File: config.mk
export PLATFORM = sky130hd
export DESIGN_NAME = dsp_multiply_accumulate_unit
export DESIGN_NICKNAME = d
export VERILOG_FILES = /design/src/common/mac_pkg.sv /design/src/design/dsp_multiply_accumulate_unit.sv /design/src/design/operand_extender.sv /design/src/design/mac_multiplier.sv
export SDC_FILE = /design/constraint.sdc
export NUM_CORES = 2
export LEC_CHECK = 0
export ABC_AREA = 0
export BUFFER_PORTS_ARGS = -buffer_cell sky130_fd_sc_hd__buf_2
export CAP_MARGIN = 10
export CORE_AREA = 2 2 313 315
export DETAILED_ROUTE_END_ITERATION = 10
export DIE_AREA = 0 0 315 317
export PLACE_DENSITY_LB_ADDON = 0.2
export SLEW_MARGIN = 10
export SYNTH_ARGS = -nofsm -noshare
export SYNTH_HDL_FRONTEND = slang
export SYNTH_SLANG_ARGS = --single-unit
File: constraint.sdc
create_clock -name ref_clk -period 9.5 [get_ports ref_clk]
set_input_delay 0.475 -clock ref_clk [delete_from_list [all_inputs] [get_ports ref_clk]]
set_output_delay 0.475 -clock ref_clk [all_outputs]
set_load 0.05 [all_outputs]
File: src/common/mac_pkg.sv
// Purpose: Shared constants and types for the multiply-accumulate datapath.
// Assumes: One 40 MHz clock, asynchronous active-low reset.
// Notes: Control bit positions follow the core control and interrupt control words.
//
// Functional notes
// - Multiplier takes 17x17 operands, signed or unsigned, fractional or integer result.
// - Unsigned operands zero-extend into bit 16, signed ones sign-extend.
// - Fractional mode treats operands as Q15; product is 1.31 format.
// - Same multiplier serves signed, unsigned and mixed integer multiplies.
// - Byte multiply writes a 16-bit result, word multiply a 32-bit result.
// - 40-bit adder/subtracter with sign extension; A or B is source and destination.
// - Add and load accumulator may pre-scale data through the barrel shifter.
// - One adder input may be forced to zero, the other true or complemented.
// - Addition uses true second input and active-high carry in.
// - Subtraction complements second input and uses active-low borrow in.
// - Signed overflow of the 40-bit sum is a catastrophic overflow losing the sign.
// - Recoverable overflow when guard bits 32 to 39 are not all equal.
// - Saturation uses result, overflows, enables at bits 7:6, width select bit 4.
// - Guard-overflow flag updates on every adder pass, set by latest overflow.
// - Clamped flag sets when accumulator saturates on bit 31 or bit 39 overflow.
// - Combined flags are OR of both guard-overflow and both clamped flags.
// - Overflow and clamp indications are latched and readable as status.
// - Warning trap when guard-overflow flag and its trap enable are both set.
// - Integers are two's complement; 16-bit range 0x8000 to 0x7FFF.
package mac_pkg;
    localparam int ACC_W = 40;
    localparam int OPD_W = 16;
    localparam int MUL_W = 17;
    localparam int PROD_W = 32;
    localparam int SHIFT_W = 6;
    localparam int GUARD_LO = 32;
    localparam int SIGN31 = 31;
    localparam int SIGN39 = 39;
    // Core control word bit positions.
    localparam int CTL_CLAMP_B = 6;
    localparam int CTL_CLAMP_A = 7;
    localparam int CTL_WIDTH = 4;
    // Interrupt control word bit positions for the trap enables.
    localparam int ICTL_TRAP_A = 4;
    localparam int ICTL_TRAP_B = 3;
    localparam logic [ACC_W-1:0] MAX32 = 40'h007FFFFFFF;
    localparam logic [ACC_W-1:0] MIN32 = 40'hFF80000000;
    localparam logic [ACC_W-1:0] MAX40 = 40'h7FFFFFFFFF;
    localparam logic [ACC_W-1:0] MIN40 = 40'h8000000000;
    localparam logic [ACC_W-1:0] ACC_RESET = 40'h0000000000;
    typedef enum logic [2:0] {
        OP_NONE,
        OP_MAC_ADD,
        OP_MAC_SUB,
        OP_ADD_DATA,
        OP_LOAD,
        OP_INT_MUL
    } mac_op_t;
endpackage : mac_pkg

File: src/design/dsp_multiply_accumulate_unit.sv
// Purpose: Multiply-accumulate datapath with two 40-bit accumulators and status.
// Assumes: The decoder issues one operation per cycle with op_valid high.
// Notes: Results and flags appear one cycle after the operation is taken.
`timescale 1ns/1ps
module dsp_multiply_accumulate_unit
    import mac_pkg::*;
(
    input wire logic ref_clk,
    input wire logic arst_n,
    input wire logic op_valid,
    input wire mac_pkg::mac_op_t op_code,
    input wire logic acc_select_b,
    input wire logic [mac_pkg::OPD_W-1:0] opd_x,
    input wire logic [mac_pkg::OPD_W-1:0] opd_y,
    input wire logic x_signed,
    input wire logic y_signed,
    input wire logic fractional_mode,
    input wire logic byte_operands,
    input wire logic [mac_pkg::ACC_W-1:0] data_in,
    input wire logic shift_enable,
    input wire logic signed [mac_pkg::SHIFT_W-1:0] shift_amount,
    input wire logic zero_accum_input,
    input wire logic [mac_pkg::OPD_W-1:0] core_control_reg,
    input wire logic [mac_pkg::OPD_W-1:0] interrupt_control_one,
    output logic [mac_pkg::ACC_W-1:0] accumulator_a,
    output logic [mac_pkg::ACC_W-1:0] accumulator_b,
    output logic [mac_pkg::PROD_W-1:0] product_result,
    output logic product_valid,
    output logic guard_overflow_flag_a,
    output logic guard_overflow_flag_b,
    output logic clamped_flag_a,
    output logic clamped_flag_b,
    output logic guard_overflow_any,
    output logic clamped_any,
    output logic sign_lost_flag,
    output logic arith_warning_trap
);
    logic [MUL_W-1:0] ext_x;
    logic [MUL_W-1:0] ext_y;
    logic [PROD_W-1:0] product;
    logic [ACC_W-1:0] prod_ext;
    logic [ACC_W-1:0] scaled_data;
    logic [ACC_W-1:0] src_acc;
    logic [ACC_W-1:0] in_a;
    logic [ACC_W-1:0] in_b;
    logic carry_in;
    logic [ACC_W:0] sum;
    logic catastrophic;
    logic guard_ovf;
    logic bit31_ovf;
    logic clamp_en;
    logic true_negative;
    logic do_clamp;
    logic [ACC_W-1:0] clamped_val;
    logic uses_adder;
    logic [ACC_W-1:0] next_accumulator_a;
    logic [ACC_W-1:0] next_accumulator_b;
    logic [PROD_W-1:0] next_product_result;
    logic next_product_valid;
    logic next_guard_overflow_flag_a;
    logic next_guard_overflow_flag_b;
    logic next_clamped_flag_a;
    logic next_clamped_flag_b;
    logic next_sign_lost_flag;

    // ------------------------------------------------------------------
    // Multiplier
    // ------------------------------------------------------------------
    operand_extender u_ext_x (
        .data(opd_x),
        .is_signed(x_signed),
        .byte_size(byte_operands),
        .extended(ext_x)
    );

    operand_extender u_ext_y (
        .data(opd_y),
        .is_signed(y_signed),
        .byte_size(byte_operands),
        .extended(ext_y)
    );

    mac_multiplier u_mul (
        .opd_x(ext_x),
        .opd_y(ext_y),
        .fractional(fractional_mode),
        .product(product)
    );

    // ------------------------------------------------------------------
    // Adder operand selection
    // ------------------------------------------------------------------
    always_comb
    begin
        // Sign extension to 40 bits keeps the guard bits meaningful.
        prod_ext = {{(ACC_W-PROD_W){product[PROD_W-1]}}, product};
        // Positive amounts shift left, negative ones shift right arithmetically.
        if (!shift_enable)
        begin
            scaled_data = data_in;
        end
        else if (shift_amount[SHIFT_W-1])
        begin
            scaled_data = ACC_W'($signed(data_in) >>> (-shift_amount));
        end
        else
        begin
            scaled_data = data_in << shift_amount;
        end
        src_acc = acc_select_b ? accumulator_b : accumulator_a;
        uses_adder = op_valid && (op_code != OP_NONE) && (op_code != OP_INT_MUL);
        // Load ignores the accumulator by forcing the first input to zero.
        if (zero_accum_input || op_code == OP_LOAD)
        begin
            in_a = '0;
        end
        else
        begin
            in_a = src_acc;
        end
        unique case (op_code)
            OP_MAC_SUB:
            begin
                in_b = ~prod_ext;
                carry_in = 1'b1; // Active-low borrow: no borrow.
            end
            OP_MAC_ADD:
            begin
                in_b = prod_ext;
                carry_in = 1'b0;
            end
            default:
            begin
                in_b = scaled_data;
                carry_in = 1'b0;
            end
        endcase
    end

    // ------------------------------------------------------------------
    // Adder, overflow and saturation
    // ------------------------------------------------------------------
    always_comb
    begin
        sum = {1'b0, in_a} + {1'b0, in_b} + {{ACC_W{1'b0}}, carry_in};
        // Signed overflow of the 40-bit sum: the true sign is no longer held.
        catastrophic = (in_a[SIGN39] == in_b[SIGN39])
            && (sum[SIGN39] != in_a[SIGN39]);
        guard_ovf = !((&sum[SIGN39:GUARD_LO]) || !(|sum[SIGN39:GUARD_LO]))
            || catastrophic;
        bit31_ovf = guard_ovf || (sum[SIGN31] != sum[GUARD_LO]);
        clamp_en = acc_select_b ? core_control_reg[CTL_CLAMP_B]
                                : core_control_reg[CTL_CLAMP_A];
        // When the sign bit is destroyed the true sign is the opposite one.
        true_negative = catastrophic ? !sum[SIGN39] : sum[SIGN39];
        if (core_control_reg[CTL_WIDTH])
        begin
            do_clamp = clamp_en && catastrophic;
            clamped_val = true_negative ? MIN40 : MAX40;
        end
        else
        begin
            do_clamp = clamp_en && bit31_ovf;
            clamped_val = true_negative ? MIN32 : MAX32;
        end
    end

    // ------------------------------------------------------------------
    // Next state of accumulators and flags
    // ------------------------------------------------------------------
    always_comb
    begin
        next_accumulator_a = accumulator_a;
        next_accumulator_b = accumulator_b;
        next_guard_overflow_flag_a = guard_overflow_flag_a;
        next_guard_overflow_flag_b = guard_overflow_flag_b;
        next_clamped_flag_a = clamped_flag_a;
        next_clamped_flag_b = clamped_flag_b;
        next_sign_lost_flag = sign_lost_flag;
        next_product_result = product_result;
        next_product_valid = 1'b0;
        if (uses_adder)
        begin
            // Clamped flags are sticky; guard flags follow the latest operation.
            next_sign_lost_flag = catastrophic;
            if (acc_select_b)
            begin
                next_accumulator_b = do_clamp ? clamped_val : sum[ACC_W-1:0];
                next_guard_overflow_flag_b = guard_ovf;
                next_clamped_flag_b = clamped_flag_b | do_clamp;
            end
            else
            begin
                next_accumulator_a = do_clamp ? clamped_val : sum[ACC_W-1:0];
                next_guard_overflow_flag_a = guard_ovf;
                next_clamped_flag_a = clamped_flag_a | do_clamp;
            end
        end
        if (op_valid && op_code == OP_INT_MUL)
        begin
            next_product_valid = 1'b1;
            // Byte operands yield a 16-bit result in the low half.
            if (byte_operands)
            begin
                next_product_result = {{(PROD_W-OPD_W){1'b0}}, product[OPD_W-1:0]};
            end
            else
            begin
                next_product_result = product;
            end
        end
    end

    always_ff @(posedge ref_clk or negedge arst_n)
    begin
        if (!arst_n)
        begin
            accumulator_a <= ACC_RESET;
            accumulator_b <= ACC_RESET;
            product_result <= '0;
            product_valid <= 1'b0;
            guard_overflow_flag_a <= 1'b0;
            guard_overflow_flag_b <= 1'b0;
            clamped_flag_a <= 1'b0;
            clamped_flag_b <= 1'b0;
            sign_lost_flag <= 1'b0;
        end
        else
        begin
            accumulator_a <= next_accumulator_a;
            accumulator_b <= next_accumulator_b;
            product_result <= next_product_result;
            product_valid <= next_product_valid;
            guard_overflow_flag_a <= next_guard_overflow_flag_a;
            guard_overflow_flag_b <= next_guard_overflow_flag_b;
            clamped_flag_a <= next_clamped_flag_a;
            clamped_flag_b <= next_clamped_flag_b;
            sign_lost_flag <= next_sign_lost_flag;
        end
    end

    // ------------------------------------------------------------------
    // Combined status and trap
    // ------------------------------------------------------------------
    always_comb
    begin
        guard_overflow_any = guard_overflow_flag_a | guard_overflow_flag_b;
        clamped_any = clamped_flag_a | clamped_flag_b;
        arith_warning_trap =
            (guard_overflow_flag_a & interrupt_control_one[ICTL_TRAP_A])
            | (guard_overflow_flag_b & interrupt_control_one[ICTL_TRAP_B]);
    end
endmodule : dsp_multiply_accumulate_unit

File: src/design/operand_extender.sv
// Purpose: Widens one 16-bit operand into the 17-bit multiplier input.
// Assumes: Byte operands arrive in the low eight bits.
// Notes: Used once per multiplier port.
`timescale 1ns/1ps
module operand_extender
    import mac_pkg::*;
(
    input wire logic [mac_pkg::OPD_W-1:0] data,
    input wire logic is_signed,
    input wire logic byte_size,
    output logic [mac_pkg::MUL_W-1:0] extended
);
    logic [OPD_W-1:0] word;

    always_comb
    begin
        // A byte operand is first widened to a word with the same signedness.
        if (byte_size)
        begin
            word = {{8{is_signed & data[7]}}, data[7:0]};
        end
        else
        begin
            word = data;
        end
        extended = {is_signed & word[OPD_W-1], word};
    end
endmodule : operand_extender

File: src/design/mac_multiplier.sv
// Purpose: 17x17 signed multiplier with fractional or integer scaling.
// Assumes: Operands already extended to 17 bits.
// Notes: Result is combinational; the top registers it.
`timescale 1ns/1ps
module mac_multiplier
    import mac_pkg::*;
(
    input wire logic [mac_pkg::MUL_W-1:0] opd_x,
    input wire logic [mac_pkg::MUL_W-1:0] opd_y,
    input wire logic fractional,
    output logic [mac_pkg::PROD_W-1:0] product
);
    logic signed [2*MUL_W-1:0] full;

    always_comb
    begin
        full = $signed(opd_x) * $signed(opd_y);
        // Fractional Q15 times Q15 gives Q30; one left shift aligns it to 1.31.
        if (fractional)
        begin
            product = {full[PROD_W-2:0], 1'b0};
        end
        else
        begin
            product = full[PROD_W-1:0];
        end
    end
endmodule : mac_multiplier

==> After elaboration in Yosys (flattened, before gate mapping) <==
Cells that the tools add are included.
{ "op_classes": {"addsub": 3, "n_mul": 1, "n_eq_ne": 8, "shift": 2, "muxes": 18, "bitwise": 13, "n_reduce_logical": 18} }
{ "ops": {"columns": ["op", "count"], "rows": [
  ["$mux W40", 8],
  ["$pmux W40 S2", 1],
  ["$mux W32", 2],
  ["$add A40 B1 Y40", 1],
  ["$add A40 B40 Y40", 1],
  ["$not A40 Y40", 1],
  ["$shl A40 B6 Y40", 1],
  ["$sshr A40 B6 Y40", 1],
  ["$mul A17 B17 Y32", 1],
  ["$mux W16", 2],
  ["$reduce_and A8 Y1", 1],
  ["$reduce_or A8 Y1", 1],
  ["$and A1 B1 Y1", 6],
  ["$eq A3 B3 Y1 const B", 2],
  ["$logic_and A1 B1 Y1", 6],
  ["$neg A6 Y6", 1],
  ["$mux W1", 5],
  ["$or A1 B1 Y1", 5],
  ["$logic_or A1 B1 Y1", 4],
  ["$reduce_and A2 Y1", 2],
  ["$eq A3 B1 Y1 const B", 1],
  ["$eq A3 B2 Y1 const B", 1],
  ["$logic_not A1 Y1", 3],
  ["$ne A3 B3 Y1 const B", 1],
  ["other kinds (4)", 5]
]} }
{ "word_totals": {"register_bits": 118, "input_bits": 123, "out_inout_bits": 121, "elab_cells": 72} }

==> Depth between registers and ports, before layout <==
Gate-level depths: netlist (run 1).
{ "logic_depth": {"word_depth": 18, "ltp_mapped": 45, "ltp_nobuf": 42} }

==> By module <==
From an unflattened synthesis (run 1), not the netlist that was laid out.
{ "hier_totals": {"hier_cells": 3032, "area_unflattened_um2": 24888.9} }
{ "modules_own_cells": {"columns": ["module", "n_inst", "cells_per_inst", "area_each_um2", "seq_area_each_um2"], "rows": [
  ["dsp_multiply_accumulate_unit", 1, 1759, 13605.5, 2952.8],
  ["mac_multiplier", 1, 1217, 10918.0, 0.0],
  ["operand_extender", 2, 28, 182.7, 0.0]
]} }

==> Worst setup path before layout (run 1) <==
OpenSTA, ideal clock, no wires.
{ "synth_path": {"path_kind": "in2reg", "startpoint": "input opd_x[7] in the netlist's numbering", "endpoint": "register accumulator_a[39] in the netlist's numbering", "setup_ps": 121, "arrival_ps": 10231, "required_ps": 9379, "setup_slack_ps": -852, "stages": 40, "path_buffers": 3, "path_cell_list": "clkbuf_1 nand3_1 o21ai_1 clkbuf_1 nand2_1 fa_1 inv_1 fa_1 inv_1 fa_1 fa_1 inv_1 fa_1 fa_1 ha_1 and3_1 o211ai_1 a21boi_0 [... 4 more ...] or3_1 a31oi_1 mux2i_1 o31ai_1 ha_1 a21oi_1 o21bai_1 a221oi_2 nand3_1 o21a_1 or3_1 a211oi_1 or4b_1 a211oi_2 o31a_1 buf_4 o21ai_1 a22o_1"} }
{ "synth_via": {"elab_chain_cells": 18, "word_cells_on_any_way": 29, "cone_classes": "add/sub: 2; mul: 1; eq/ne: 3; mux: 9; bitwise: 3; reduce/logical: 11"} }
{ "synth_lines": {"columns": ["element", "line", "rtl"], "rows": [
  ["start: declaration", "dsp_multiply_accumulate_unit.sv:13", "input wire logic [mac_pkg::OPD_W-1:0] opd_x,"],
  ["$and A1 B1 Y1", "operand_extender.sv:20", "word = {{8{is_signed & data[7]}}, data[7:0]};"],
  ["$mux W16 (*)", "operand_extender.sv:18", "if (byte_size)"],
  ["$and A1 B1 Y1", "operand_extender.sv:26", "extended = {is_signed & word[OPD_W-1], word};"],
  ["$mul A17 B17 Y32 (*)", "mac_multiplier.sv:17", "full = $signed(opd_x) * $signed(opd_y);"],
  ["$mux W32 (*)", "mac_multiplier.sv:19", "if (fractional)"],
  ["$not A40 Y40", "dsp_multiply_accumulate_unit.sv:124", "in_b = ~prod_ext;"],
  ["$pmux W40 S2 (*)", "dsp_multiply_accumulate_unit.sv:121", "unique case (op_code)"],
  ["$add A40 B40 Y40", "dsp_multiply_accumulate_unit.sv:145", "sum = {1'b0, in_a} + {1'b0, in_b} + {{ACC_W{1'b0}}, carry_in};"],
  ["[... 2 more ...]", null, null],
  ["$logic_not A1 Y1", "dsp_multiply_accumulate_unit.sv:149", "guard_ovf = !((&sum[SIGN39:GUARD_LO]) || !(|sum[SIGN39:GUARD_LO]))"],
  ["$logic_or A1 B1 Y1", "dsp_multiply_accumulate_unit.sv:149", null],
  ["$logic_not A1 Y1", "dsp_multiply_accumulate_unit.sv:149", null],
  ["$logic_or A1 B1 Y1", "dsp_multiply_accumulate_unit.sv:150", "|| catastrophic;"],
  ["$logic_or A1 B1 Y1", "dsp_multiply_accumulate_unit.sv:151", "bit31_ovf = guard_ovf || (sum[SIGN31] != sum[GUARD_LO]);"],
  ["$logic_and A1 B1 Y1", "dsp_multiply_accumulate_unit.sv:163", "do_clamp = clamp_en && bit31_ovf;"],
  ["$mux W1", "dsp_multiply_accumulate_unit.sv:156", "if (core_control_reg[CTL_WIDTH])"],
  ["$mux W40 (*)", "dsp_multiply_accumulate_unit.sv:194", "next_accumulator_a = do_clamp ? clamped_val : sum[ACC_W-1:0];"],
  ["end signal: assignment", "dsp_multiply_accumulate_unit.sv:230", "accumulator_a <= next_accumulator_a;"],
  ["end: declaration", "dsp_multiply_accumulate_unit.sv:25", "output logic [mac_pkg::ACC_W-1:0] accumulator_a,"]
]} }
Every way passes the cells marked *; elsewhere a longest branch is shown, timed or not.
A chain may end at the register's enable or synchronous reset.

==> Worst setup path after layout (run 1) <==
{ "layout_path": {"startpoint": "input byte_operands", "endpoint": "register accumulator_a[17] in the netlist's numbering"} }
{ "layout_via": {"elab_chain_cells": 17, "word_cells_on_any_way": 30, "cone_classes": "add/sub: 2; mul: 1; eq/ne: 3; mux: 10; bitwise: 3; reduce/logical: 11"} }
{ "layout_lines": {"columns": ["element", "line", "rtl"], "rows": [
  ["start: declaration", "dsp_multiply_accumulate_unit.sv:18", "input wire logic byte_operands,"],
  ["$mux W16", "operand_extender.sv:18", null],
  ["$and A1 B1 Y1", "operand_extender.sv:26", null],
  ["$mul A17 B17 Y32 (*)", "mac_multiplier.sv:17", null],
  ["$mux W32 (*)", "mac_multiplier.sv:19", null],
  ["$not A40 Y40", "dsp_multiply_accumulate_unit.sv:124", null],
  ["$pmux W40 S2 (*)", "dsp_multiply_accumulate_unit.sv:121", null],
  ["$add A40 B40 Y40", "dsp_multiply_accumulate_unit.sv:145", null],
  ["$add A40 B1 Y40", "dsp_multiply_accumulate_unit.sv:145", null],
  ["$reduce_or A8 Y1", "dsp_multiply_accumulate_unit.sv:149", null],
  ["$logic_not A1 Y1", "dsp_multiply_accumulate_unit.sv:149", null],
  ["$logic_or A1 B1 Y1", "dsp_multiply_accumulate_unit.sv:149", null],
  ["$logic_not A1 Y1", "dsp_multiply_accumulate_unit.sv:149", null],
  ["$logic_or A1 B1 Y1", "dsp_multiply_accumulate_unit.sv:150", null],
  ["$logic_or A1 B1 Y1", "dsp_multiply_accumulate_unit.sv:151", null],
  ["$logic_and A1 B1 Y1", "dsp_multiply_accumulate_unit.sv:163", null],
  ["$mux W1", "dsp_multiply_accumulate_unit.sv:156", null],
  ["$mux W40 (*)", "dsp_multiply_accumulate_unit.sv:194", null]
]} }
Marked as above.

==> results of run 1 <==
layout make-up:
cell class / instances / share of cell area (%)
Clock inverter: 14 / 0.403
Tap cell: 1276 / 5.04
Sequential cell: 118 / 9.31
Inverter: 344 / 4.07
Antenna cell: 2 / 0.0158
Multi-Input combinational cell: 2278 / 64.0
Clock buffer: 18 / 1.39
Timing Repair Buffer: 675 / 15.7
Yosys cell counts (17+ instances only):
library cell and n:
sky130_fd_sc_hd__buf_1 26, sky130_fd_sc_hd__a21oi_1 203, sky130_fd_sc_hd__mux2_2 17, sky130_fd_sc_hd__inv_1 342
sky130_fd_sc_hd__o21ai_0 181, sky130_fd_sc_hd__a21o_1 17, sky130_fd_sc_hd__nand3_1 33, sky130_fd_sc_hd__nand2_1 414
sky130_fd_sc_hd__nor2_1 217, sky130_fd_sc_hd__dfrtp_1 118, sky130_fd_sc_hd__a211oi_1 32, sky130_fd_sc_hd__fa_1 284
sky130_fd_sc_hd__and2_1 123, sky130_fd_sc_hd__o211ai_1 26, sky130_fd_sc_hd__o21ai_1 68, sky130_fd_sc_hd__mux4_2 61
sky130_fd_sc_hd__xnor2_1 53, sky130_fd_sc_hd__ha_1 121, sky130_fd_sc_hd__a31oi_1 24, sky130_fd_sc_hd__nor3_1 19
sky130_fd_sc_hd__mux2i_1 133, sky130_fd_sc_hd__clkbuf_1 127, sky130_fd_sc_hd__xor2_1 26
per-layer routing:
layer	global-route usage (%)	up-vias
li1	-	10900
met1	27.3	11500
met2	30.3	755
met3	3.70	145
met4	5.01	2
met5	0	-
timing repair:
item | in CTS | in global routing
setup buffers | 32 | 28
endpoints found under the hold margin | 0 | 0
endpoints found under the setup margin | 85 | 85
gates resized for setup | 122 | 150
cloned | 6 | 2
pin swaps | 25 | 99
how the worst max path moves through the flow:
stage / start / end / slack, ps
2_1_floorplan: byte_operands / accumulator_a[39] / -250
3_3_place_gp: byte_operands / accumulator_b[14] / -1200
5_1_grt: byte_operands / accumulator_b[20] / -930
3_5_place_dp: byte_operands / accumulator_a[17] / -1260
4_1_cts: byte_operands / accumulator_b[28] / -450
6_report: byte_operands / accumulator_a[17] / -570
metrics by stage:
step	TNS [ps]	cell area, µm²	util, %
3_3_place_gp	-96030	29400	30.6
6_report	-42830	31700	32.9
3_5_place_dp	-99560	29400	30.6
5_1_grt	-73090	31700	32.9
2_1_floorplan	-15170	24300	-
4_1_cts	-30840	30900	32.1
cell families (layout without fill, tap and decap cells):
family / count (synthesis) / in the layout
muxes: 211 / 211
xor gates and xnor gates: 81 / 81
adders and majority gates: 405 / 405
DFF: 118 / 118
buffers and inverters: 512 / 1051
other: 0 / 2
and+or+nand+nor: 896 / 896
AOI/OAI and AO/OA: 685 / 685
registers in the layout, summed over array words and instances, names as in the netlist:
name	flops
clamped_flag_b	1
product_result	32
sign_lost_flag	1
guard_overflow_flag_a	1
accumulator_b	40
guard_overflow_flag_b	1
accumulator_a	40
product_valid	1
clamped_flag_a	1
worst max-delay path: cells and delay by family:
kind                     cells  cell delay (ps)
adder cells (fa/ha/maj)      8             3610
buffers and inverters       13             1490
AND/OR/NAND/NOR              6             1470
multiplexers                 2              420
AO/OA/AOI/OAI               17             2940
==> metrics.md, run 1 <==
| Metric | Value |
|---|---|
| Run status | `finished with violations` |
| Violated checks | `negative setup slack` |
| Count of standard-cell rows | `114` |
| Clock network latency to the later pin of the worst-skew pair | `450 ps` |
| Req. time, crit path | `9870 ps` |
| Top cell type's share of synthesized area | `23.7%` |
| Total overflow reported by the global router | `0` |
| Number of top-level design ports | `244` |
| Via count of the first global-routing pass | `23800` |
| # DRC | `0` |
| Synth Register Bits | `118` |
| Final count of pins violating max slew | `0` |
| Share of synthesized area spent on multiplexers | `12.1%` |
| Count of placed standard cells in the final layout, fillers left out | `4725` |
| Post-route worst setup slack | `-570 ps` |
| Remaining antenna violation count | `0` |
| R2R Setup Slk | `4490 ps` |
| Number of buffers between clock root and the deepest sink | `2` |
| Cell count after placement | `4629` |
| Hold-fix buffer count after cts | `0` |
| Ys async rst share | `100%` |
| Share of synthesized cell area in full adder, half adder and majority cells | `30.1%` |
| Type of destination of the critical path | `flip-flop` |
| Core Region | `96300 µm²` |
| Worst slew pin tran | `1020 ps` |
| DIE WIDTH | `315 µm` |
| Reg2Reg Capture Point | `accumulator_a[17]` |
| Synth warn | `0` |
| Area grow syn2layout | `32.4%` |
| Commonest non-fill, non-tap cell in the layout | `sky130_fd_sc_hd__buf_4` |
| HPWL after detailed placement | `78300 µm` |
| Mean instance size in the synthesized netlist | `8.24 µm²` |
| Detailed-route vias per instance | `4.92` |
| CTS tree | `done` |
| Antenna violations before repair | `4` |
| Highest routed layer | `met5` |
| Total Die Area | `99900 µm²` |
| Top library cells by usage in the layout, fill and taps aside | `sky130_fd_sc_hd__buf_4 (414), sky130_fd_sc_hd__nand2_1 (400), sky130_fd_sc_hd__inv_1 (332)` |
| Met1 Routed Length | `44200 µm` |
| Register area | `2950 µm²` |
| Port-buffer cells | `216` |
| Mapped cell area | `23900 µm²` |
| Synth Net Count | `3436` |
| Worst-path clk slew | `60 ps` |
| Number of failing setup endpoints in the final timing report | `84` |
| Highest fanout seen on the critical path | `7` |
| Depth of the CTS H-tree | `4` |
| Number of maximum-capacitance constraint violations | `0` |
| Kind of start point of the critical path | `primary input` |
| Vias | `23200` |
| DRT Wirelength | `96800 µm` |
| Slowest cell on crit path | `sky130_fd_sc_hd__or4b_4` |
| Tightest slew margin relative to the limit | `31.2%` |
| CP dominant cell by count | `sky130_fd_sc_hd__fa_1` |
| Vertical die dimension | `317 µm` |
| Xor and xnor fraction of the mapped netlist area | `3.08%` |
| Worst r2r path cells | `21` |
| Main synth FF type | `sky130_fd_sc_hd__dfrtp_1` |
| Compound-cell area share of the yosys netlist | `17.4%` |
| Shortest clock period the worst path allows after layout | `10070 ps` |
| Final net count | `3962` |
| Mean routed wirelength per cell | `20.5 µm` |
| Effective utilization at floorplan | `24.9%` |
| Detailed-router iteration count before antenna repair | `6` |
| Post-Place Setup Slack | `-1260 ps` |
| WS Path Type | `primary input to flip-flop` |
| Library cells used by synthesis | `82` |
| Sequential area share after synthesis | `12.3%` |
| Weighted congestion reported at the end of routability-driven placement | `0.946` |
| Final Hold Slack | `143 ps` |
| Share of cells above drive strength 1 | `30.0%` |
| Clk sinks | `118` |
| Timing-limited maximum frequency | `99.3 MHz` |
| Routed wire length on met2 | `43200 µm` |
| WP data arrival | `10440 ps` |
| Skew final | `11.3 ps` |
| Top area cells in the synthesized netlist | `sky130_fd_sc_hd__fa_1 (24%), sky130_fd_sc_hd__dfrtp_1 (12%), sky130_fd_sc_hd__nand2_1 (6.5%), sky130_fd_sc_hd__ha_1 (6.3%), sky130_fd_sc_hd__mux4_2 (5.7%)` |
| Total of fill cells in the finished design | `10300` |
| Largest family of logic cells by synthesized area | `adder cells` |
| Final worst-path cycle share | `106%` |
| CP peak stage delay | `590 ps` |
| Largest area contributor in the netlist | `sky130_fd_sc_hd__fa_1` |
| Share of synthesized cell area in and, or, nand and nor gates | `16.8%` |
| Root buf cell | `sky130_fd_sc_hd__clkbuf_16` |
| Multi-input gate area | `20300 µm²` |
| Hold Crit Class | `primary input to asynchronous set/reset pin` |
| Largest net degree at the start of global routing | `61` |
| RSZ-0062 raised after global routing | `yes` |
| Post-synth EDFFs | `0` |
| Final Hold Fails | `0` |
| Reg-to-reg critical path startpoint | `accumulator_a[0]` |
| Number of buffers inserted during clock tree synthesis | `17` |
| Global-route wire length before repair | `147000 µm` |
| Iteration-0 DRC count of the detailed router | `1694` |
| Global router's overall resource usage | `19.4%` |
| Met3 wire len | `6710 µm` |
| Number of instances in the synthesized netlist | `2908` |
Power of run 1 is not shown: default switching activity piles up to over one toggle a cycle in this logic, so the estimate is an artifact.
==> run 2, diff against run 1 <==
- CORE_AREA: 2 2 313 315 -> 2 2 319 321
- DIE_AREA: 0 0 315 317 -> 0 0 321 323
- SYNTH_HIERARCHICAL: default -> 1
==> metrics.md, run 2 <==
| Metric | Value |
|---|---|
| Run status | `finished with violations (unchanged)` |
| Violated checks | `negative setup slack (unchanged)` |
| Final net count | `4045 (was 3962)` |
| Weighted congestion reported at the end of routability-driven placement | `0.951 (was 0.946)` |
| Final worst-path cycle share | `103% (was 106%)` |
| Area grow syn2layout | `30.4% (was 32.4%)` |
| Via count of the first global-routing pass | `24200 (was 23800)` |
| Synth Register Bits | `118 (unchanged)` |
| Hold Crit Class | `primary input to asynchronous set/reset pin (unchanged)` |
| Final Hold Slack | `112 ps (was 143 ps)` |
| Commonest non-fill, non-tap cell in the layout | `sky130_fd_sc_hd__nand2_1 (was sky130_fd_sc_hd__buf_4)` |
| Root buf cell | `sky130_fd_sc_hd__clkbuf_16 (unchanged)` |
| Global-route wire length before repair | `152000 µm (was 147000 µm)` |
| Mean routed wirelength per cell | `20.4 µm (was 20.5 µm)` |
| DRT Wirelength | `98800 µm (was 96800 µm)` |
| Detailed-router iteration count before antenna repair | `6 (unchanged)` |
| Number of instances in the synthesized netlist | `3032 (was 2908)` |
| Count of standard-cell rows | `117 (was 114)` |
| Synth warn | `6 (was 0)` |
| Worst slew pin tran | `1050 ps (was 1020 ps)` |
| Worst r2r path cells | `17 (was 21)` |
| Highest fanout seen on the critical path | `7 (unchanged)` |
| Number of top-level design ports | `244 (unchanged)` |
| Shortest clock period the worst path allows after layout | `9780 ps (was 10070 ps)` |
| Number of buffers inserted during clock tree synthesis | `17 (unchanged)` |
| Vias | `23700 (was 23200)` |
| Ys async rst share | `100% (unchanged)` |
| Worst-path clk slew | `60 ps (about the same)` |
| Final core utilization | `32.2% (was 32.9%)` |
| Top area cells in the synthesized netlist | `sky130_fd_sc_hd__fa_1 (23%), sky130_fd_sc_hd__dfrtp_1 (12%), sky130_fd_sc_hd__nand2_1 (7.9%), sky130_fd_sc_hd__ha_1 (6.1%), sky130_fd_sc_hd__mux4_2 (5.4%) (was sky130_fd_sc_hd__fa_1 (24%), sky130_fd_sc_hd__dfrtp_1 (12%), sky130_fd_sc_hd__nand2_1 (6.5%), sky130_fd_sc_hd__ha_1 (6.3%), sky130_fd_sc_hd__mux4_2 (5.7%))` |
| Total overflow reported by the global router | `0 (unchanged)` |
| CP peak stage delay | `580 ps (was 590 ps)` |
| Global router's overall resource usage | `19.0% (was 19.4%)` |
| Detailed-route vias per instance | `4.89 (was 4.92)` |
| Clk sinks | `118 (unchanged)` |
| CP delay by family, top | `adder cells (unchanged)` |
| Post-synth EDFFs | `0 (unchanged)` |
| Iteration-0 DRC count of the detailed router | `1543 (was 1694)` |
| Req. time, crit path | `9820 ps (was 9870 ps)` |
| Main synth FF type | `sky130_fd_sc_hd__dfrtp_1 (unchanged)` |
| CTS tree | `done (unchanged)` |
| Type of destination of the critical path | `flip-flop (unchanged)` |
| Largest area contributor in the netlist | `sky130_fd_sc_hd__fa_1 (unchanged)` |
| Remaining antenna violation count | `0 (unchanged)` |
| Mapped cell area | `24900 µm² (was 23900 µm²)` |
| WS Path Type | `primary input to flip-flop (unchanged)` |
| Buf+Inv Stages, Crit Path | `17 (was 13)` |
| Number of maximum-capacitance constraint violations | `0 (unchanged)` |
| CP Depth | `48 (was 46)` |
| Vertical die dimension | `323 µm (was 317 µm)` |
| Number of buffers between clock root and the deepest sink | `2 (unchanged)` |
| Library cells used by synthesis | `91 (was 82)` |
| Count of placed standard cells in the final layout, fillers left out | `4844 (was 4725)` |
| Skew final | `9.03 ps (was 11.3 ps)` |
| Top cell type's share of synthesized area | `22.8% (was 23.7%)` |
| Total of fill cells in the finished design | `10900 (was 10300)` |
| HPWL after detailed placement | `79900 µm (was 78300 µm)` |
| Number of failing setup endpoints in the final timing report | `82 (was 84)` |
| Core Region | `101000 µm² (was 96300 µm²)` |
| DIE WIDTH | `321 µm (was 315 µm)` |
| Top post-synthesis cells by count | `sky130_fd_sc_hd__nand2_1 (523), sky130_fd_sc_hd__inv_1 (327), sky130_fd_sc_hd__fa_1 (284) (was sky130_fd_sc_hd__nand2_1 (414), sky130_fd_sc_hd__inv_1 (342), sky130_fd_sc_hd__fa_1 (284))` |
| Port-buffer cells | `216 (unchanged)` |
| Synth Net Count | `3560 (was 3436)` |
| Effective utilization at floorplan | `24.7% (was 24.9%)` |
| Share of cells above drive strength 1 | `29.3% (was 30.0%)` |
| Post-Place Setup Slack | `-983 ps (was -1260 ps)` |
| Final count of pins violating max slew | `0 (unchanged)` |
| Slowest cell on crit path | `sky130_fd_sc_hd__or4_4 (was sky130_fd_sc_hd__or4b_4)` |
| Tightest slew margin relative to the limit | `29.6% (was 31.2%)` |
| WP data arrival | `10100 ps (was 10440 ps)` |
| Timing-limited maximum frequency | `102 MHz (was 99.3 MHz)` |
| Antenna violations before repair | `7 (was 4)` |
| Cell count after placement | `4741 (was 4629)` |
| RSZ-0062 raised after global routing | `yes (unchanged)` |
| Most frequently used cell type in the post-synthesis netlist | `sky130_fd_sc_hd__nand2_1 (unchanged)` |
| # DRC | `0 (unchanged)` |
| Sequential area share after synthesis | `11.9% (was 12.3%)` |
| Kind of start point of the critical path | `primary input (unchanged)` |
| Total Die Area | `104000 µm² (was 99900 µm²)` |
| Depth of the CTS H-tree | `4 (unchanged)` |
| Mean instance size in the synthesized netlist | `8.21 µm² (was 8.24 µm²)` |
| Clock network latency to the later pin of the worst-skew pair | `430 ps (was 450 ps)` |
| Largest net degree at the start of global routing | `64 (was 61)` |
| Top library cells by usage in the layout, fill and taps aside | `sky130_fd_sc_hd__nand2_1 (500), sky130_fd_sc_hd__buf_4 (405), sky130_fd_sc_hd__inv_1 (312) (was sky130_fd_sc_hd__buf_4 (414), sky130_fd_sc_hd__nand2_1 (400), sky130_fd_sc_hd__inv_1 (332))` |
| Final Hold Fails | `0 (unchanged)` |
| Post-route worst setup slack | `-284 ps (was -570 ps)` |
| Registers with the most flip-flops | `accumulator_a (40), accumulator_b (40), product_result (32) (unchanged)` |
[run 2: cell types whose count changed in the layout (fill, tap and decap cells not counted), sizes merged, moves of 32 or more]
cell / previous run / this run
o21ai: 249 / 157
o211ai: 27 / 69
nor2: 217 / 168
a21oi: 211 / 167
and2: 123 / 155
nand2: 414 / 523
[run 2: kinds of logic (layout without fill, tap and decap cells)]
logic type,Yosys count,in the layout,synth area share (%)
adder cells (fa/ha/maj),405,405,28.9
XOR/XNOR,78,78,2.74
buffers and inverters,539,1037,8.59
multiplexers,206,206,11.5
AO/OA/AOI/OAI,648,648,17.2
other,0,5,0
flip-flops,118,118,11.9
AND/OR/NAND/NOR,1038,1038,19.2
[run 2: metrics by stage]
stage	cell area, µm²	TNS [ps]
floorplan	25400	-0.835
global placement	30200	-79990
detailed placement	30200	-76830
CTS	31900	-11770
global route	32400	-56440
finish	32500	-16260
[run 2: worst paths after layout]
check                                          end  slack [ps]                from
worst max-delay path             accumulator_a[39]        -280       byte_operands
worst min-delay path              accumulator_b[8]         110              arst_n
worst max register to register   accumulator_a[25]        4530    accumulator_b[0]
worst min register to register  product_result[15]         470  product_result[15]
max in group asynchronous        accumulator_a[34]        8020              arst_n
min in group ref_clk            product_result[15]         470  product_result[15]
[run 2: cell type report]
class	count	area (µm²)	share of cell area [%]
timing repair buffer	674	4900	15.1
clock buffer	21	470	1.45
multi-input combinational	2375	21100	65.0
inverter	331	1250	3.84
antenna	5	12.5	0.0386
clock inverter	11	146	0.451
sequential	118	2950	9.10
tap	1309	1640	5.05
[run 2: what timing repair did]
item	CTS	global route
gates resized for setup	169	86
pin swaps	91	55
setup buffers	41	20
hold buffers	0	0
endpoints found under the setup margin	84	85
cloned	6	2
[run 2: routing by layer]
layer / vias up / global-route usage, % / wire length, µm
met1: 11700 / 26.6 / 45800
met2: 632 / 30.9 / 45800
met3: 101 / 2.11 / 4660
met4: 4 / 5.16 / 2590
li1: 11200 / - / -
met5: - / 0 / 21
[run 2: worst reg2reg max path, stage by stage, from the launching register on]
cell and delay, ps:
sky130_fd_sc_hd__dfrtp_1 410, sky130_fd_sc_hd__mux2i_1 160, sky130_fd_sc_hd__nor2_1 80, sky130_fd_sc_hd__fa_1 450, sky130_fd_sc_hd__fa_1 440, sky130_fd_sc_hd__a211oi_1 300
sky130_fd_sc_hd__o21ai_0 260, sky130_fd_sc_hd__and4_1 330, sky130_fd_sc_hd__o211a_2 340, sky130_fd_sc_hd__or3_4 390, sky130_fd_sc_hd__o31a_1 340, sky130_fd_sc_hd__nor4_4 260
sky130_fd_sc_hd__a41oi_2 160, sky130_fd_sc_hd__buf_4 170, sky130_fd_sc_hd__a21o_4 240, sky130_fd_sc_hd__nand3_4 200, sky130_fd_sc_hd__clkbuf_16 210, sky130_fd_sc_hd__o211ai_1 80
Power of run 2 is left out for the same reason.
==> run 3, diff against run 2 <==
- RECOVER_POWER: default -> 25
==> metrics.md, run 3 (synthesis results as in run 2) <==
| Metric | Value |
|---|---|
| Met3 wire len | `4790 µm (was 4660 µm)` |
| R2R Setup Slk | `4550 ps (was 4530 ps)` |
| Slowest cell on crit path | `sky130_fd_sc_hd__or4_4 (unchanged)` |
| Number of buffers between clock root and the deepest sink | `2 (unchanged)` |
| DRT Wirelength | `98900 µm (was 98800 µm)` |
| Post-route worst setup slack | `-286 ps (was -284 ps)` |
| CTS tree | `done (unchanged)` |
| End of the worst hold path | `product_result[15]` |
| Vias | `23700 (about the same)` |
| Area grow syn2layout | `30.3% (was 30.4%)` |
| RSZ-0062 raised after global routing | `yes (unchanged)` |
| Worst r2r path cells | `17 (unchanged)` |
| Met1 Routed Length | `45700 µm (was 45800 µm)` |
| Top library cells by usage in the layout, fill and taps aside | `sky130_fd_sc_hd__nand2_1 (500), sky130_fd_sc_hd__buf_4 (404), sky130_fd_sc_hd__inv_1 (312) (was sky130_fd_sc_hd__nand2_1 (500), sky130_fd_sc_hd__buf_4 (405), sky130_fd_sc_hd__inv_1 (312))` |
| Number of failing setup endpoints in the final timing report | `82 (unchanged)` |
| Count of standard-cell rows | `117 (unchanged)` |
| Port-buffer cells | `216 (unchanged)` |
| Final net count | `4045 (unchanged)` |
| DIE WIDTH | `321 µm (unchanged)` |
| WS Path Type | `primary input to flip-flop (unchanged)` |
| Detailed-route vias per instance | `4.89 (about the same)` |
| Number of cells traversed by the worst hold path | `2` |
| Effective utilization at floorplan | `24.7% (unchanged)` |
| Commonest non-fill, non-tap cell in the layout | `sky130_fd_sc_hd__nand2_1 (unchanged)` |
| Tightest slew margin relative to the limit | `-114% (was 29.6%)` |
| # DRC | `0 (unchanged)` |
| Weighted congestion reported at the end of routability-driven placement | `0.951 (unchanged)` |
| Routed wire length on met2 | `45800 µm (about the same)` |
| Registers with the most flip-flops | `accumulator_a (40), accumulator_b (40), product_result (32) (unchanged)` |
| Type of destination of the critical path | `flip-flop (unchanged)` |
| Timing-limited maximum frequency | `102 MHz (about the same)` |
| Number of buffers inserted during clock tree synthesis | `17 (unchanged)` |
| Share of cells above drive strength 1 | `28.9% (was 29.3%)` |
| Global-route wire length before repair | `152000 µm (unchanged)` |
| Total Die Area | `104000 µm² (unchanged)` |
| Iteration-0 DRC count of the detailed router | `1542 (was 1543)` |
| Detailed-router iteration count before antenna repair | `5 (was 6)` |
| Clock network latency to the later pin of the worst-skew pair | `430 ps (about the same)` |
| Number of maximum-capacitance constraint violations | `1 (was 0)` |
| Highest fanout seen on the critical path | `7 (unchanged)` |
| Number of top-level design ports | `244 (unchanged)` |
| Reg-to-reg critical path startpoint | `accumulator_b[0] (unchanged)` |
| Post-Place Setup Slack | `-983 ps (unchanged)` |
| Shortest clock period the worst path allows after layout | `9790 ps (was 9780 ps)` |
| Depth of the CTS H-tree | `4 (unchanged)` |
| Final worst-path cycle share | `103% (about the same)` |
| Req. time, crit path | `9820 ps (about the same)` |
| HPWL after detailed placement | `79900 µm (unchanged)` |
| Final Hold Fails | `0 (unchanged)` |
| Final count of pins violating max slew | `57 (was 0)` |
| CP peak stage delay | `580 ps (about the same)` |
| Hold-fix buffer count after cts | `0 (unchanged)` |
| Skew final | `9.18 ps (was 9.03 ps)` |
| Launching element of the worst setup path | `byte_operands (unchanged)` |
| Remaining antenna violation count | `0 (unchanged)` |
| WP data arrival | `10100 ps (about the same)` |
| Hold path startpoint | `product_result[15]` |
| Count of placed standard cells in the final layout, fillers left out | `4844 (unchanged)` |
| Run status | `finished with violations (unchanged)` |
| Via count of the first global-routing pass | `24200 (unchanged)` |
| Hold Crit Class | `flip-flop to flip-flop (was primary input to asynchronous set/reset pin)` |
| Vertical die dimension | `323 µm (unchanged)` |
| Antenna violations before repair | `7 (unchanged)` |
| Root buf cell | `sky130_fd_sc_hd__clkbuf_16 (unchanged)` |
| Total of fill cells in the finished design | `10900 (about the same)` |
| Largest net degree at the start of global routing | `64 (unchanged)` |
| Reg2Reg Capture Point | `accumulator_a[25] (unchanged)` |
| Total overflow reported by the global router | `0 (unchanged)` |
| Core Region | `101000 µm² (unchanged)` |
| Global router's overall resource usage | `19.0% (unchanged)` |
| Worst-path clk slew | `60 ps (about the same)` |
| Violated checks | `max-capacitance violations, max-slew violations, negative setup slack (was negative setup slack)` |
| Cell count after placement | `4741 (unchanged)` |
| Kind of start point of the critical path | `primary input (unchanged)` |
| Highest routed layer | `met5 (unchanged)` |
| Clk sinks | `118 (unchanged)` |
| Worst slew pin tran | `3210 ps (was 1050 ps)` |
| Mean routed wirelength per cell | `20.4 µm (about the same)` |
==> run 3: area by class of cell <==
| cell class | instances | area [µm²] | area share [%] |
|---|---|---|---|
| diodes | 5 | 12.5 | 0.0386 |
| well taps | 1309 | 1640 | 5.05 |
| inverters | 331 | 1250 | 3.85 |
| clock inverters | 11 | 146 | 0.451 |
| multi-input cells | 2375 | 21100 | 65.0 |
| clock buffers | 21 | 470 | 1.45 |
| repair buffers | 674 | 4880 | 15.0 |
| flip-flops and latches | 118 | 2950 | 9.10 |
==> run 3: per-layer routing <==
layer | track usage (%) | up-vias
li1 | - | 11200
met1 | 26.6 | 11700
met2 | 30.9 | 656
met3 | 2.11 | 96
met4 | 5.16 | 4
met5 | 0 | -
==> run 3: critical path, delay by kind of cell <==
family,cells,cell delay (ps)
adders and majority gates,8,3340
muxes,2,380
buffers and inverters,17,2050
and+or+nand+nor,11,2090
AOI/OAI and AO/OA,9,1520
xor gates and xnor gates,1,220
==> run 3: what timing repair did <==
action / CTS / global route
pin swaps: 91 / 55
buffers inserted: 41 / 20
resized for setup: 169 / 86
setup endpoints to repair: 84 / 85
cloned: 6 / 2
==> run 3: how the worst max path moves through the flow <==
| stage | end | depth (start not counted) |
|---|---|---|
| 2_1_floorplan | accumulator_a[34] | 37 |
| 5_1_grt | accumulator_a[1] | 41 |
| 4_1_cts | accumulator_b[2] | 41 |
| 6_report | accumulator_a[39] | 48 |
| 3_3_place_gp | accumulator_b[19] | 42 |
| 3_5_place_dp | accumulator_b[2] | 42 |
==> run 3: metrics by stage <==
step	utilization, %	hold WS [ps]	TNS (ps)	instance area (µm²)
after detailed placement	29.9	457	-76830	30200
after global routing	32.2	493	-56440	32400
final	32.2	477	-16190	32400
after CTS	31.6	122	-11770	31900
after global placement	29.9	462	-79990	30200
after floorplan	-	179	-0.835	25400
Power of run 3 is left out for the same reason.
